[config.mk]
export PLATFORM = sky130hd
export DESIGN_NAME = wdg_watchdog
export DESIGN_NICKNAME = d
export VERILOG_FILES = /design/src/inc/wdg_pkg.sv /design/src/rtl/wdg_tick.sv /design/src/rtl/wdg_watchdog.sv
export SDC_FILE = /design/constraint.sdc
export NUM_CORES = 1
export LEC_CHECK = 0
export BUFFER_PORTS_ARGS = -buffer_cell sky130_fd_sc_hd__buf_4
export CELL_PAD_IN_SITES_DETAIL_PLACEMENT = 1
export CELL_PAD_IN_SITES_GLOBAL_PLACEMENT = 2
export CORE_UTILIZATION = 32
export CTS_CLUSTER_SIZE = 16
export DETAILED_ROUTE_END_ITERATION = 8
export GPL_TIMING_DRIVEN = 0
export PLACE_DENSITY = 0.84
export SYNTH_ARGS = -nofsm -noshare
export SYNTH_HDL_FRONTEND = slang
export SYNTH_HIERARCHICAL = 1
export SYNTH_SLANG_ARGS = --single-unit
[constraint.sdc]
create_clock -name core_clk -period 3.1 [get_ports core_clk]
set_input_delay 0.155 -clock core_clk [delete_from_list [all_inputs] [get_ports core_clk]]
set_output_delay 0.155 -clock core_clk [all_outputs]
set_load 0.03 [all_outputs]
[src/inc/wdg_pkg.sv]
// Notes on behaviour
// - Once started, the count advances on each tick of the selected watchdog clock.
// - A count overflow issues a watchdog reset to the whole chip.
// - Writing 55H through the clear path while running zeroes the count.
// - A watchdog reset sets the reset-detection flag, bit 7 of control.
// - After a watchdog reset execution resumes at 0000H, or option address.
// - Standby select 1 or 2 stops counting in deep sleep; 0 or 3 keep running.
// - Standby select 2: standby stops the RC clock and freezes the count.
// - Leaving frozen standby restarts the RC clock and counting from the kept value.
// - Clock select 0 picks the low-speed RC clock, 1 picks the subclock.
// - Subclock mode: subclock stop or deep sleep forces a watchdog reset and flag.
// - Overflow when the count reaches 1024 shifted left by the three-bit select.
// - While running, ordinary control writes are ignored; clear and reads still work.
// - Standby entry with select 1 stops the watchdog and clears its run bit.
// - Watchdog reset keeps clock, standby and overflow selects; other resets clear all.
package wdg_pkg;

  // ==========================================================================
  // Register map and values
  localparam logic [7:0]  WDG_OFF_CTRL    = 8'h00;
  localparam logic [7:0]  WDG_OFF_CLEAR   = 8'h04;
  localparam logic [7:0]  WDG_OFF_STAT    = 8'h08;
  localparam logic [7:0]  WDG_OFF_MASK    = 8'h0C;
  localparam logic [7:0]  WDG_OFF_COUNT   = 8'h10;
  localparam logic [7:0]  WDG_CLEAR_KEY   = 8'h55;
  localparam logic [7:0]  WDG_CTRL_RESET  = 8'h00;
  localparam logic [2:0]  WDG_STAT_RESET  = 3'h0;
  localparam logic [15:0] WDG_RESUME_ADDR = 16'h0000;

  // ==========================================================================
  // Counter
  localparam int          WDG_CNT_W       = 18;
  localparam logic [17:0] WDG_BASE_LIMIT  = 18'h00400;
  localparam logic [17:0] WDG_CNT_ONE     = 18'h00001;
  localparam logic [17:0] WDG_CNT_ZERO    = 18'h00000;

  // ==========================================================================
  // Standby operation select codes
  localparam logic [1:0]  WDG_SB_CONT0    = 2'h0;
  localparam logic [1:0]  WDG_SB_STOP     = 2'h1;
  localparam logic [1:0]  WDG_SB_FREEZE   = 2'h2;
  localparam logic [1:0]  WDG_SB_CONT3    = 2'h3;

  // Control register layout, bit 7 down to bit 0.
  typedef struct packed {
    logic       resetFlag;
    logic       clockSelect;
    logic       runBit;
    logic [1:0] standbySel;
    logic [2:0] overflowSel;
  } wdg_ctrl_t;

  // Event bits of the sticky status and mask registers.
  typedef struct packed {
    logic standbyStop;
    logic clockLoss;
    logic overflow;
  } wdg_evt_t;

  typedef enum logic [2:0] {
    WDG_ST_STOP   = 3'b001,
    WDG_ST_RUN    = 3'b010,
    WDG_ST_FROZEN = 3'b100
  } wdg_state_t;

  // Overflow count for a select code.
  function automatic logic [17:0] wdg_limit(input logic [2:0] sel);
    wdg_limit = WDG_BASE_LIMIT << sel;
  endfunction : wdg_limit

endpackage : wdg_pkg

[src/rtl/wdg_tick.sv]
`timescale 1ns/1ns
`default_nettype none
module wdg_tick
  import wdg_pkg::*;
(
  input  wire logic core_clk,
  input  wire logic reset_n,
  input  wire logic oscLevel,
  output logic      tick
);

  // ==========================================================================
  // Edge detector
  logic prevLevel;
  logic next_prevLevel;
  logic next_tick;

  // A rising edge of the oscillator level becomes one enable pulse.
  always_comb
  begin
    next_prevLevel = oscLevel;
    next_tick      = oscLevel & ~prevLevel;
  end

  always_ff @(posedge core_clk or negedge reset_n)
  begin
    if (!reset_n)
    begin
      prevLevel <= 1'b0;
      tick      <= 1'b0;
    end
    else
    begin
      prevLevel <= next_prevLevel;
      tick      <= next_tick;
    end
  end

endmodule : wdg_tick
`default_nettype wire

[src/rtl/wdg_watchdog.sv]
`timescale 1ns/1ns
`default_nettype none
module wdg_watchdog
  import wdg_pkg::*;
#(
  parameter logic        FLASH_VARIANT = 1'b0,
  parameter logic [15:0] OPTION_ADDR   = 16'h0000
)
(
  input  wire logic        core_clk,
  input  wire logic        reset_n,
  input  wire logic        psel,
  input  wire logic        penable,
  input  wire logic        pwrite,
  input  wire logic [7:0]  paddr,
  input  wire logic [31:0] pwdata,
  output logic      [31:0] prdata,
  output logic             pready,
  output logic             pslverr,
  input  wire logic        rcOscLevel,
  input  wire logic        subOscLevel,
  input  wire logic        subclockOscEnable,
  input  wire logic        standbyMode,
  input  wire logic        deepSleepMode,
  output logic             chipReset,
  output logic             rcOscRun,
  output logic      [15:0] resumeAddr,
  output logic             irq
);

  // ==========================================================================
  // State
  wdg_state_t           state;
  wdg_state_t           next_state;
  wdg_ctrl_t            ctrl;
  wdg_ctrl_t            next_ctrl;
  wdg_evt_t             stat;
  wdg_evt_t             next_stat;
  wdg_evt_t             mask;
  wdg_evt_t             next_mask;
  wdg_evt_t             events;
  logic [WDG_CNT_W-1:0] count;
  logic [WDG_CNT_W-1:0] next_count;
  logic [WDG_CNT_W-1:0] countPlus;
  logic                 clearPending;
  logic                 next_clearPending;
  logic                 standbyPrev;
  logic                 wdTick;
  logic                 oscSel;
  logic                 setup;
  logic                 access;
  logic                 wrCtrl;
  logic                 wrClear;
  logic                 wrStat;
  logic                 wrMask;
  logic                 mapped;
  logic                 running;
  logic                 standbyEntry;
  logic                 sleepHold;
  logic                 freezeCond;
  logic                 overflow;
  logic                 clockLoss;
  logic                 standbyStop;
  logic                 wdReset;
  logic [31:0]          readMux;
  logic [31:0]          next_prdata;
  logic                 next_pready;
  logic                 next_pslverr;
  logic                 next_irq;
  logic                 next_rcOscRun;
  wdg_ctrl_t            ctrlView;

  // ==========================================================================
  // Count clock source
  // A source switch may cause one spurious edge; software only switches while stopped,
  // but a write that also sets the run bit can count that edge once.
  assign oscSel = ctrl.clockSelect ? subOscLevel : rcOscLevel;

  wdg_tick wdg_tick_inst (
    .core_clk (core_clk),
    .reset_n  (reset_n),
    .oscLevel (oscSel),
    .tick     (wdTick)
  );

  // ==========================================================================
  // APB decode
  // Zero-wait reads are impossible with registered outputs, so every
  // access completes in its first access cycle after a registered setup.
  assign setup   = psel & ~penable;
  assign access  = psel & penable & pready;
  assign mapped  = (paddr == WDG_OFF_CTRL) || (paddr == WDG_OFF_CLEAR) ||
                   (paddr == WDG_OFF_STAT) || (paddr == WDG_OFF_MASK) ||
                   (paddr == WDG_OFF_COUNT);
  assign wrCtrl  = access & pwrite & (paddr == WDG_OFF_CTRL);
  assign wrClear = access & pwrite & (paddr == WDG_OFF_CLEAR);
  assign wrStat  = access & pwrite & (paddr == WDG_OFF_STAT);
  assign wrMask  = access & pwrite & (paddr == WDG_OFF_MASK);

  // ==========================================================================
  // Watchdog conditions
  // Run bit as software sees it follows the state machine.
  always_comb
  begin
    ctrlView        = ctrl;
    ctrlView.runBit = running;
  end

  assign running      = (state != WDG_ST_STOP);
  assign standbyEntry = standbyMode & ~standbyPrev;
  assign sleepHold    = deepSleepMode &&
                        ((ctrl.standbySel == WDG_SB_STOP) ||
                         (ctrl.standbySel == WDG_SB_FREEZE));
  assign freezeCond   = standbyMode && (ctrl.standbySel == WDG_SB_FREEZE);
  assign countPlus    = count + WDG_CNT_ONE;
  assign overflow     = (state == WDG_ST_RUN) && wdTick && !sleepHold && !clearPending &&
                        (countPlus == wdg_limit(ctrl.overflowSel));
  assign clockLoss    = running && ctrl.clockSelect &&
                        (!subclockOscEnable || deepSleepMode);
  assign wdReset      = overflow | clockLoss;
  assign standbyStop  = (state == WDG_ST_RUN) && !wdReset && standbyEntry &&
                        (ctrl.standbySel == WDG_SB_STOP);

  always_comb
  begin
    events             = '0;
    events.overflow    = overflow;
    events.clockLoss   = clockLoss;
    events.standbyStop = standbyStop;
  end

  // ==========================================================================
  // Next state of the watchdog core
  always_comb
  begin
    next_state        = state;
    next_ctrl         = ctrl;
    next_count        = count;
    // The clear is registered once so it meets the counter a cycle later.
    next_clearPending = wrClear && running && (pwdata[7:0] == WDG_CLEAR_KEY);
    case (state)
      WDG_ST_STOP:
      begin
        if (wrCtrl && pwdata[5])
        begin
          next_state = WDG_ST_RUN;
        end
      end
      WDG_ST_RUN:
      begin
        if (wdReset)
        begin
          next_state = WDG_ST_STOP;
        end
        else if (standbyStop)
        begin
          next_state = WDG_ST_STOP;
        end
        else if (freezeCond)
        begin
          next_state = WDG_ST_FROZEN;
        end
      end
      WDG_ST_FROZEN:
      begin
        if (wdReset)
        begin
          next_state = WDG_ST_STOP;
        end
        else if (!standbyMode)
        begin
          next_state = WDG_ST_RUN;
        end
      end
      default:
      begin
        next_state = WDG_ST_STOP;
      end
    endcase
    // Ordinary control writes land only while stopped.
    if (wrCtrl && !running)
    begin
      next_ctrl        = pwdata[7:0];
      next_ctrl.runBit = 1'b0;
    end
    // The flag set beats a same-cycle software write; selects are kept.
    if (wdReset)
    begin
      next_ctrl.resetFlag = 1'b1;
    end
    if (wdReset || (next_state == WDG_ST_STOP))
    begin
      next_count = WDG_CNT_ZERO;
    end
    else if (clearPending)
    begin
      next_count = WDG_CNT_ZERO;
    end
    else if ((state == WDG_ST_RUN) && wdTick && !sleepHold)
    begin
      next_count = countPlus;
    end
  end

  always_ff @(posedge core_clk or negedge reset_n)
  begin
    if (!reset_n)
    begin
      state        <= WDG_ST_STOP;
      ctrl         <= WDG_CTRL_RESET;
      count        <= WDG_CNT_ZERO;
      clearPending <= 1'b0;
      standbyPrev  <= 1'b0;
    end
    else
    begin
      state        <= next_state;
      ctrl         <= next_ctrl;
      count        <= next_count;
      clearPending <= next_clearPending;
      standbyPrev  <= standbyMode;
    end
  end

  // ==========================================================================
  // Interrupt status, mask and chip-level outputs
  // Set wins over a write-one clear in the same cycle.
  always_comb
  begin
    next_stat     = (stat & ~(wrStat ? wdg_evt_t'(pwdata[2:0]) : wdg_evt_t'(3'h0))) | events;
    next_mask     = wrMask ? wdg_evt_t'(pwdata[2:0]) : mask;
    next_irq      = |(stat & mask);
    next_rcOscRun = running && !ctrl.clockSelect && (state != WDG_ST_FROZEN);
  end

  always_ff @(posedge core_clk or negedge reset_n)
  begin
    if (!reset_n)
    begin
      stat       <= WDG_STAT_RESET;
      mask       <= WDG_STAT_RESET;
      irq        <= 1'b0;
      rcOscRun   <= 1'b0;
      chipReset  <= 1'b0;
      resumeAddr <= FLASH_VARIANT ? OPTION_ADDR : WDG_RESUME_ADDR;
    end
    else
    begin
      stat       <= next_stat;
      mask       <= next_mask;
      irq        <= next_irq;
      rcOscRun   <= next_rcOscRun;
      chipReset  <= wdReset;
      resumeAddr <= FLASH_VARIANT ? OPTION_ADDR : WDG_RESUME_ADDR;
    end
  end

  // ==========================================================================
  // APB read path and completion
  always_comb
  begin
    readMux = 32'h00000000;
    case (paddr)
      WDG_OFF_CTRL:  readMux[7:0] = ctrlView;
      WDG_OFF_STAT:  readMux[2:0] = stat;
      WDG_OFF_MASK:  readMux[2:0] = mask;
      WDG_OFF_COUNT: readMux[WDG_CNT_W-1:0] = count;
      default:       readMux = 32'h00000000;
    endcase
    next_pready  = setup;
    next_pslverr = setup && !mapped;
    next_prdata  = (setup && !pwrite) ? readMux : 32'h00000000;
  end

  always_ff @(posedge core_clk or negedge reset_n)
  begin
    if (!reset_n)
    begin
      prdata  <= 32'h00000000;
      pready  <= 1'b0;
      pslverr <= 1'b0;
    end
    else
    begin
      prdata  <= next_prdata;
      pready  <= next_pready;
      pslverr <= next_pslverr;
    end
  end

endmodule : wdg_watchdog
`default_nettype wire

Yosys cells after proc, flatten, opt, wreduce, memory -nomap -nowiden
Index checks and enable logic that the tools add are counted.
- $add $sub $neg: 1
- equality and inequality tests: 14
- shifts and indexed selects: 1
- muxes and demuxes: 18
- bitwise gates (word level): 18
- reduce and logical (&&, ||, !) cells: 38
- operator list (operator ; number):
    $mux W18 ; 4
    $mux W3 ; 7
    $logic_and A1 B1 Y1 ; 19
    $add A18 B1 Y18 const B ; 1
    $eq A18 B18 Y1 ; 1
    $shl A11 B3 Y18 const A ; 1
    $eq A8 B4 Y1 const B ; 2
    $pmux W3 S4 ; 1
    $and A1 B1 Y1 ; 10
    $mux W10 ; 1
    $pmux W5 S2 ; 1
    $pmux W3 S3 ; 1
    $eq A8 B3 Y1 const B ; 1
    $eq A8 B5 Y1 const B ; 1
    $eq A8 B7 Y1 const B ; 1
    $logic_not A1 Y1 ; 8
    $logic_not A8 Y1 ; 1
    $mux W8 ; 1
    $logic_or A1 B1 Y1 ; 7
    $and A3 B3 Y3 ; 2
    $eq A3 B1 Y1 const B ; 2
    $eq A3 B2 Y1 const B ; 1
    $eq A3 B3 Y1 const B ; 1
    $ne A3 B1 Y1 const B ; 1
    other kinds (11) ; 14
- bits in registers: 61
- bits of input ports: 50
- output and inout port bits: 53
- logic and storage cells: 112

Longest topological paths before layout
- depth after elaboration: 18
- mapped depth: 10
- depth with buffers taken out: 9

By module
The synthesis kept the hierarchy.
- by module, submodules not included (module ; times used ; cells each ; area each (um2) ; seq. area each (um2)):
    wdg_watchdog ; 1 ; 415 ; 3891.2 ; 1477.7
    wdg_tick ; 1 ; 3 ; 63.8 ; 50.0

Least setup slack after synthesis
OpenSTA, ideal clock, no wires.
- path kind: register -> register
- from: register count[0]
- to: register state[2]
- setup time: 95 ps
- arrival: 2524 ps
- required time: 3005 ps
- slack: 481 ps
- stages on the path, launching flop included: 11
- buffers on the path: 2
- period minus slack after synthesis: 2619 ps
- cell sequence: dfrtp_1 > ha_1 > clkbuf_1 > nand4_1 > nor4_4 > xor2_1 > or4_1 > o2111ai_2 > buf_4 > o21ai_1 > nor4b_2
- longest elaborated chain between the ends: 11
- elaborated cells on any way between the ends: 12
- those cells by class: 1 x add/sub; 1 x eq/ne; 4 x mux; 1 x bitwise; 5 x reduce/logical
- RTL lines (item ; line ; RTL):
    from (decl) ; wdg_watchdog.sv:42 ; logic [WDG_CNT_W-1:0] count;
    from (signal assigned) ; wdg_watchdog.sv:219 ; count <= next_count;
    $add A18 B1 Y18 (*) ; wdg_watchdog.sv:115 ; assign countPlus = count + WDG_CNT_ONE;
    $eq A18 B18 Y1 (*) ; wdg_watchdog.sv:117 ; (countPlus == wdg_limit(ctrl.overflowSel));
    $logic_and A1 B1 Y1 (*) ; wdg_watchdog.sv:116 ; assign overflow = (state == WDG_ST_RUN) && wdTick && !sleepHold && !clearPending &&
    $or A1 B1 Y1 (*) ; wdg_watchdog.sv:120 ; assign wdReset = overflow | clockLoss;
    via wdReset ; wdg_watchdog.sv:64 ; logic wdReset;
    $logic_not A1 Y1 ; wdg_watchdog.sv:121 ; assign standbyStop = (state == WDG_ST_RUN) && !wdReset && standbyEntry &&
    $logic_and A1 B1 Y1 (3 in series) ; wdg_watchdog.sv:121 ;
    $mux W3 ; wdg_watchdog.sv:155 ; else if (standbyStop)
    $mux W3 ; wdg_watchdog.sv:151 ; if (wdReset)
    $pmux W3 S3 (*) ; wdg_watchdog.sv:141 ; case (state)
    via next_state[2] ; wdg_watchdog.sv:34 ; wdg_state_t next_state;
    to (signal assigned) ; wdg_watchdog.sv:217 ; state <= next_state;
    to (decl) ; wdg_watchdog.sv:33 ; wdg_state_t state;
The timed path passes the listed nets; every way through them passes the cells marked *.
A chain may end at the register's enable or synchronous reset.

Worst setup path after layout
- from: register count[1]
- to: register count[13]
- longest elaborated chain between the ends: 14
- elaborated cells on any way between the ends: 18
- those cells by class: 1 x add/sub; 2 x eq/ne; 7 x mux; 1 x bitwise; 7 x reduce/logical
- RTL lines (item ; line ; RTL):
    $add A18 B1 Y18 (*) ; wdg_watchdog.sv:115 ;
    $eq A18 B18 Y1 ; wdg_watchdog.sv:117 ;
    $logic_and A1 B1 Y1 ; wdg_watchdog.sv:116 ;
    $or A1 B1 Y1 ; wdg_watchdog.sv:120 ;
    $logic_not A1 Y1 ; wdg_watchdog.sv:121 ;
    $logic_and A1 B1 Y1 (3 in series) ; wdg_watchdog.sv:121 ;
    $mux W3 ; wdg_watchdog.sv:155 ;
    $mux W3 ; wdg_watchdog.sv:151 ;
    $pmux W3 S3 ; wdg_watchdog.sv:141 ;
    $eq A3 B1 Y1 ; wdg_watchdog.sv:191 ; if (wdReset || (next_state == WDG_ST_STOP))
    $logic_or A1 B1 Y1 ; wdg_watchdog.sv:191 ;
    $reduce_bool A3 Y1 (no source line) or $mux W18 (tied branches) ; -- ;
Every way passes the cells marked *; elsewhere a longest branch is shown, timed or not. The select of a mux whose other input is x is not followed.

==> results_dict.tcl <==
set metrics [dict create \
    p_leak_uw 0.00228 \
    synth_seq_cells 61 \
    diodes 0 \
    syn2layout_area_growth_pct 26.6 \
    status "completed" \
    fin_crit_ps 2970 \
    clkPwrFrac_pct 51.3 \
    synthFlopType "dfrtp_1" \
    cap_violations 0 \
    hpwl_mm 8.32 \
    grt_max_degree 62 \
    num-nets-final 563 \
    rows 40 \
    drt-wirelength-per-cell_um 17.3 \
    die_height_um 113 \
    dr.pass1.iters 4 \
    hold_viol 0 \
    finalSetupViolCount 0 \
    numCtsBuffers 9 \
    drive_gt1_share_pct 28.0 \
    portBuffers 48 \
    tns_ps 0 \
    cp-end-kind "flip-flop" \
    postRouteAntennaNets 0 \
    viasPerCell 5.32 \
    r2r_cells 9 \
    initial_core_util_pct 32.9 \
    synth_edf_count 0 \
    p_sw_share_pct 23.8 \
    drc 0 \
    fin_crit_sh_pct 95.8 \
    fmax_ghz 0.337 \
    max-vdd-ir-drop_mv 0.245 \
    cts_tree "built" \
    hold_class "input port to flip-flop" \
    place.gp.congestion 0.873 \
    clock_latency_ps 340 \
    synthArstFlopShare_pct 100 \
    htreeDepth 3 \
    cts_root_buffer "clkbuf_16" \
    crit_arrival_ps 3170 \
    fin_util_pct 41.7 \
    antenna_found_initial 0 \
    dieWidth_um 113 \
    slew_headroom_pct 48.1 \
    overflow 0 \
    clk_pin_slew_ps 50 \
    synth-seq-area-share_pct 38.6 \
    crit_fanout 10 \
    syn-cell-area_mm2 0.00396 \
    maxSlewViolCount 0 \
    ios 103 \
    die-area_mm2 0.0128 \
    cts_setup_buffers 0 \
    gr-usage-all-layers_pct 18.7 \
    grt_pass1_vias 3496 \
    clock_path_buffers 2 \
    drt-initial-drc-count 214 \
    multi_input_area_mm2 0.00219 \
    synthCells 418 \
    fin_skew_ps 5.07 \
    p_seq_share_pct 40.8 \
    ff_latch_area_mm2 0.00153 \
    crit_required_ps 3300 \
    crit_type "flip-flop to flip-flop" \
    cts.sink_count 61 \
    core-area_mm2 0.0120 \
    fill_cells 1412 \
    tightest_slew_ps 778 \
    worstSetupStartpointType "flip-flop" \
    power_frac_comb_pct 7.9 \
    hold_depth 2 \
    grt_first_pass_wirelength_mm 18.4 \
    p_total_uw 1970 \
    power_density_mw_per_mm2 393 \
    p_int_uw 1500 \
    vias 3514 \
    yosysWarnings 6 \
    yosysUniqueCellTypes 72 \
    postSynthAreaPerCell_um2 9.46 \
    rsz0062_at_grt "no" \
    detail_route.wirelength_mm 11.4 \
    power_switching_uw 470 \
]
-- per-stage QoR --
step | hold slack, ps | area, um2 | std cells | worst slack [ps]
floorplan | -141 | 4060 | 447 | 481
detailed placement | 304 | 4610 | 642 | -309
finish | 30.3 | 5010 | 661 | 129
global route | 44.2 | 5010 | 661 | 8.21
CTS | 25.2 | 4960 | 661 | 15.6
global placement | 293 | 4610 | 642 | -225
-- routing by layer --
| layer | global-route usage, % | vias up | share of wire, % |
|---|---|---|---|
| met2 | 30.7 | 93 | 48 |
| met3 | 4.34 | 20 | 5.3 |
| met1 | 23.9 | 1730 | 44 |
| li1 | - | 1671 | - |
| met5 | 0 | - | 0 |
| met4 | 7.19 | 0 | 2.4 |
-- worst max-delay path, cell delays in order, from the launching register on --
cell and delay [ps]:
dfrtp_1 530, ha_4 250, nand2_1 210, o31ai_4 310
a21oi_1 140, a2111oi_2 420, o2111ai_2 260, buf_4 250
a221oi_1 320, o41ai_1 140
-- placed cells by master (no fill, tap or decap), drive strengths merged, types with 5 or more instances in the layout --
master	Yosys	layout
clkbuf	15	24
a21oi	14	14
a221oi	6	6
dfrtp	60	60
and2	12	12
and3	13	13
nor4	10	10
nor2b	7	7
nor3	9	9
a22oi	8	8
or4	6	6
nand2	25	25
xnor2	9	9
o31ai	7	7
nand3b	5	5
a31oi	6	6
conb	1	30
a311oi	5	5
nand2b	5	5
o21ai	14	14
nand4	7	7
mux2	10	10
nor2	23	23
a211oi	6	6
inv	11	11
buf	45	93
nand3	21	21
-- cell type report --
type / count / share of cell area (%)
multi-input combinational: 315 / 43.7
sequential: 61 / 30.5
timing repair buffer: 52 / 8.00
buffer: 59 / 7.22
clock buffer: 10 / 4.77
tap: 147 / 3.67
clock inverter: 6 / 1.25
inverter: 11 / 0.825
-- sequential cells by signal, summed over array words and instances, names as in the netlist, 3 cells and up --
register,count
ctrl,7
count,18
state,3
mask,3
prdata,18
stat,3
-- cell families (layout without fill, tap and decap cells) --
family,count (synthesis),after routing,share of synthesized area (%)
AND/OR/NAND/NOR,163,163,26.0
AO/OA/AOI/OAI,94,94,17.8
buffers and inverters,71,138,10.2
flip-flops,61,61,38.6
XOR/XNOR,13,13,2.88
multiplexers,11,11,3.10
adder cells (fa/ha/maj),4,4,1.27
other,1,30,0.0948
-- power groups by stage --
stage          Clock [uW]  Combinational [uW]  Sequential [uW]
2_1_floorplan           0                92.4              819
3_3_place_gp            0                 150              817
3_5_place_dp            0                 151              817
4_1_cts              1040                 156              803
5_1_grt              1060                 169              803
6_report             1010                 156              803
-- synthesized netlist by cell type (all sizes together), types with 4 or more instances --
library cell   n  area share, %
dfrtp         60             38
buf           45            7.8
nand2         25            2.4
nor2          23            2.3
nand3         21            2.8
clkbuf        15            1.4
a21oi         14            1.8
o21ai         14            1.8
and3          13            2.1
and2          12            1.9
inv           11            1.0
mux2          10            2.8
nor4          10            2.7
nor3           9            1.1
xnor2          9            2.0
a22oi          8            1.5
nand4          7            1.6
nor2b          7            1.3
o31ai          7            1.3
a211oi         6            1.1
a221oi         6            1.3
a31oi          6           0.95
or4            6            1.2
a311oi         5            1.1
nand2b         5           0.98
nand3b         5           0.95
and4           4           0.89
ha             4            1.3
nor3b          4           0.76
xor2           4           0.89
-- what timing repair did --
action,4_1_cts,5_1_grt
hold buffers,4,0
resized for setup,4,10
cloned,0,0
endpoints found under the hold margin,63,0
pin swaps,0,1
endpoints found under the setup margin,16,20
-- worst paths after layout --
check                                         from                 end  slack, ps
max                                       count[1]           count[13]        130
min                                       paddr[4]        clearPending         30
max reg2reg                               count[1]           count[13]        130
min reg2reg                wdg_tick_inst/prevLevel  wdg_tick_inst/tick        450
max in group asynchronous                  reset_n            count[0]       2110
min in group asynchronous                  reset_n           prdata[8]        450
(Power assumes the default switching activity.)
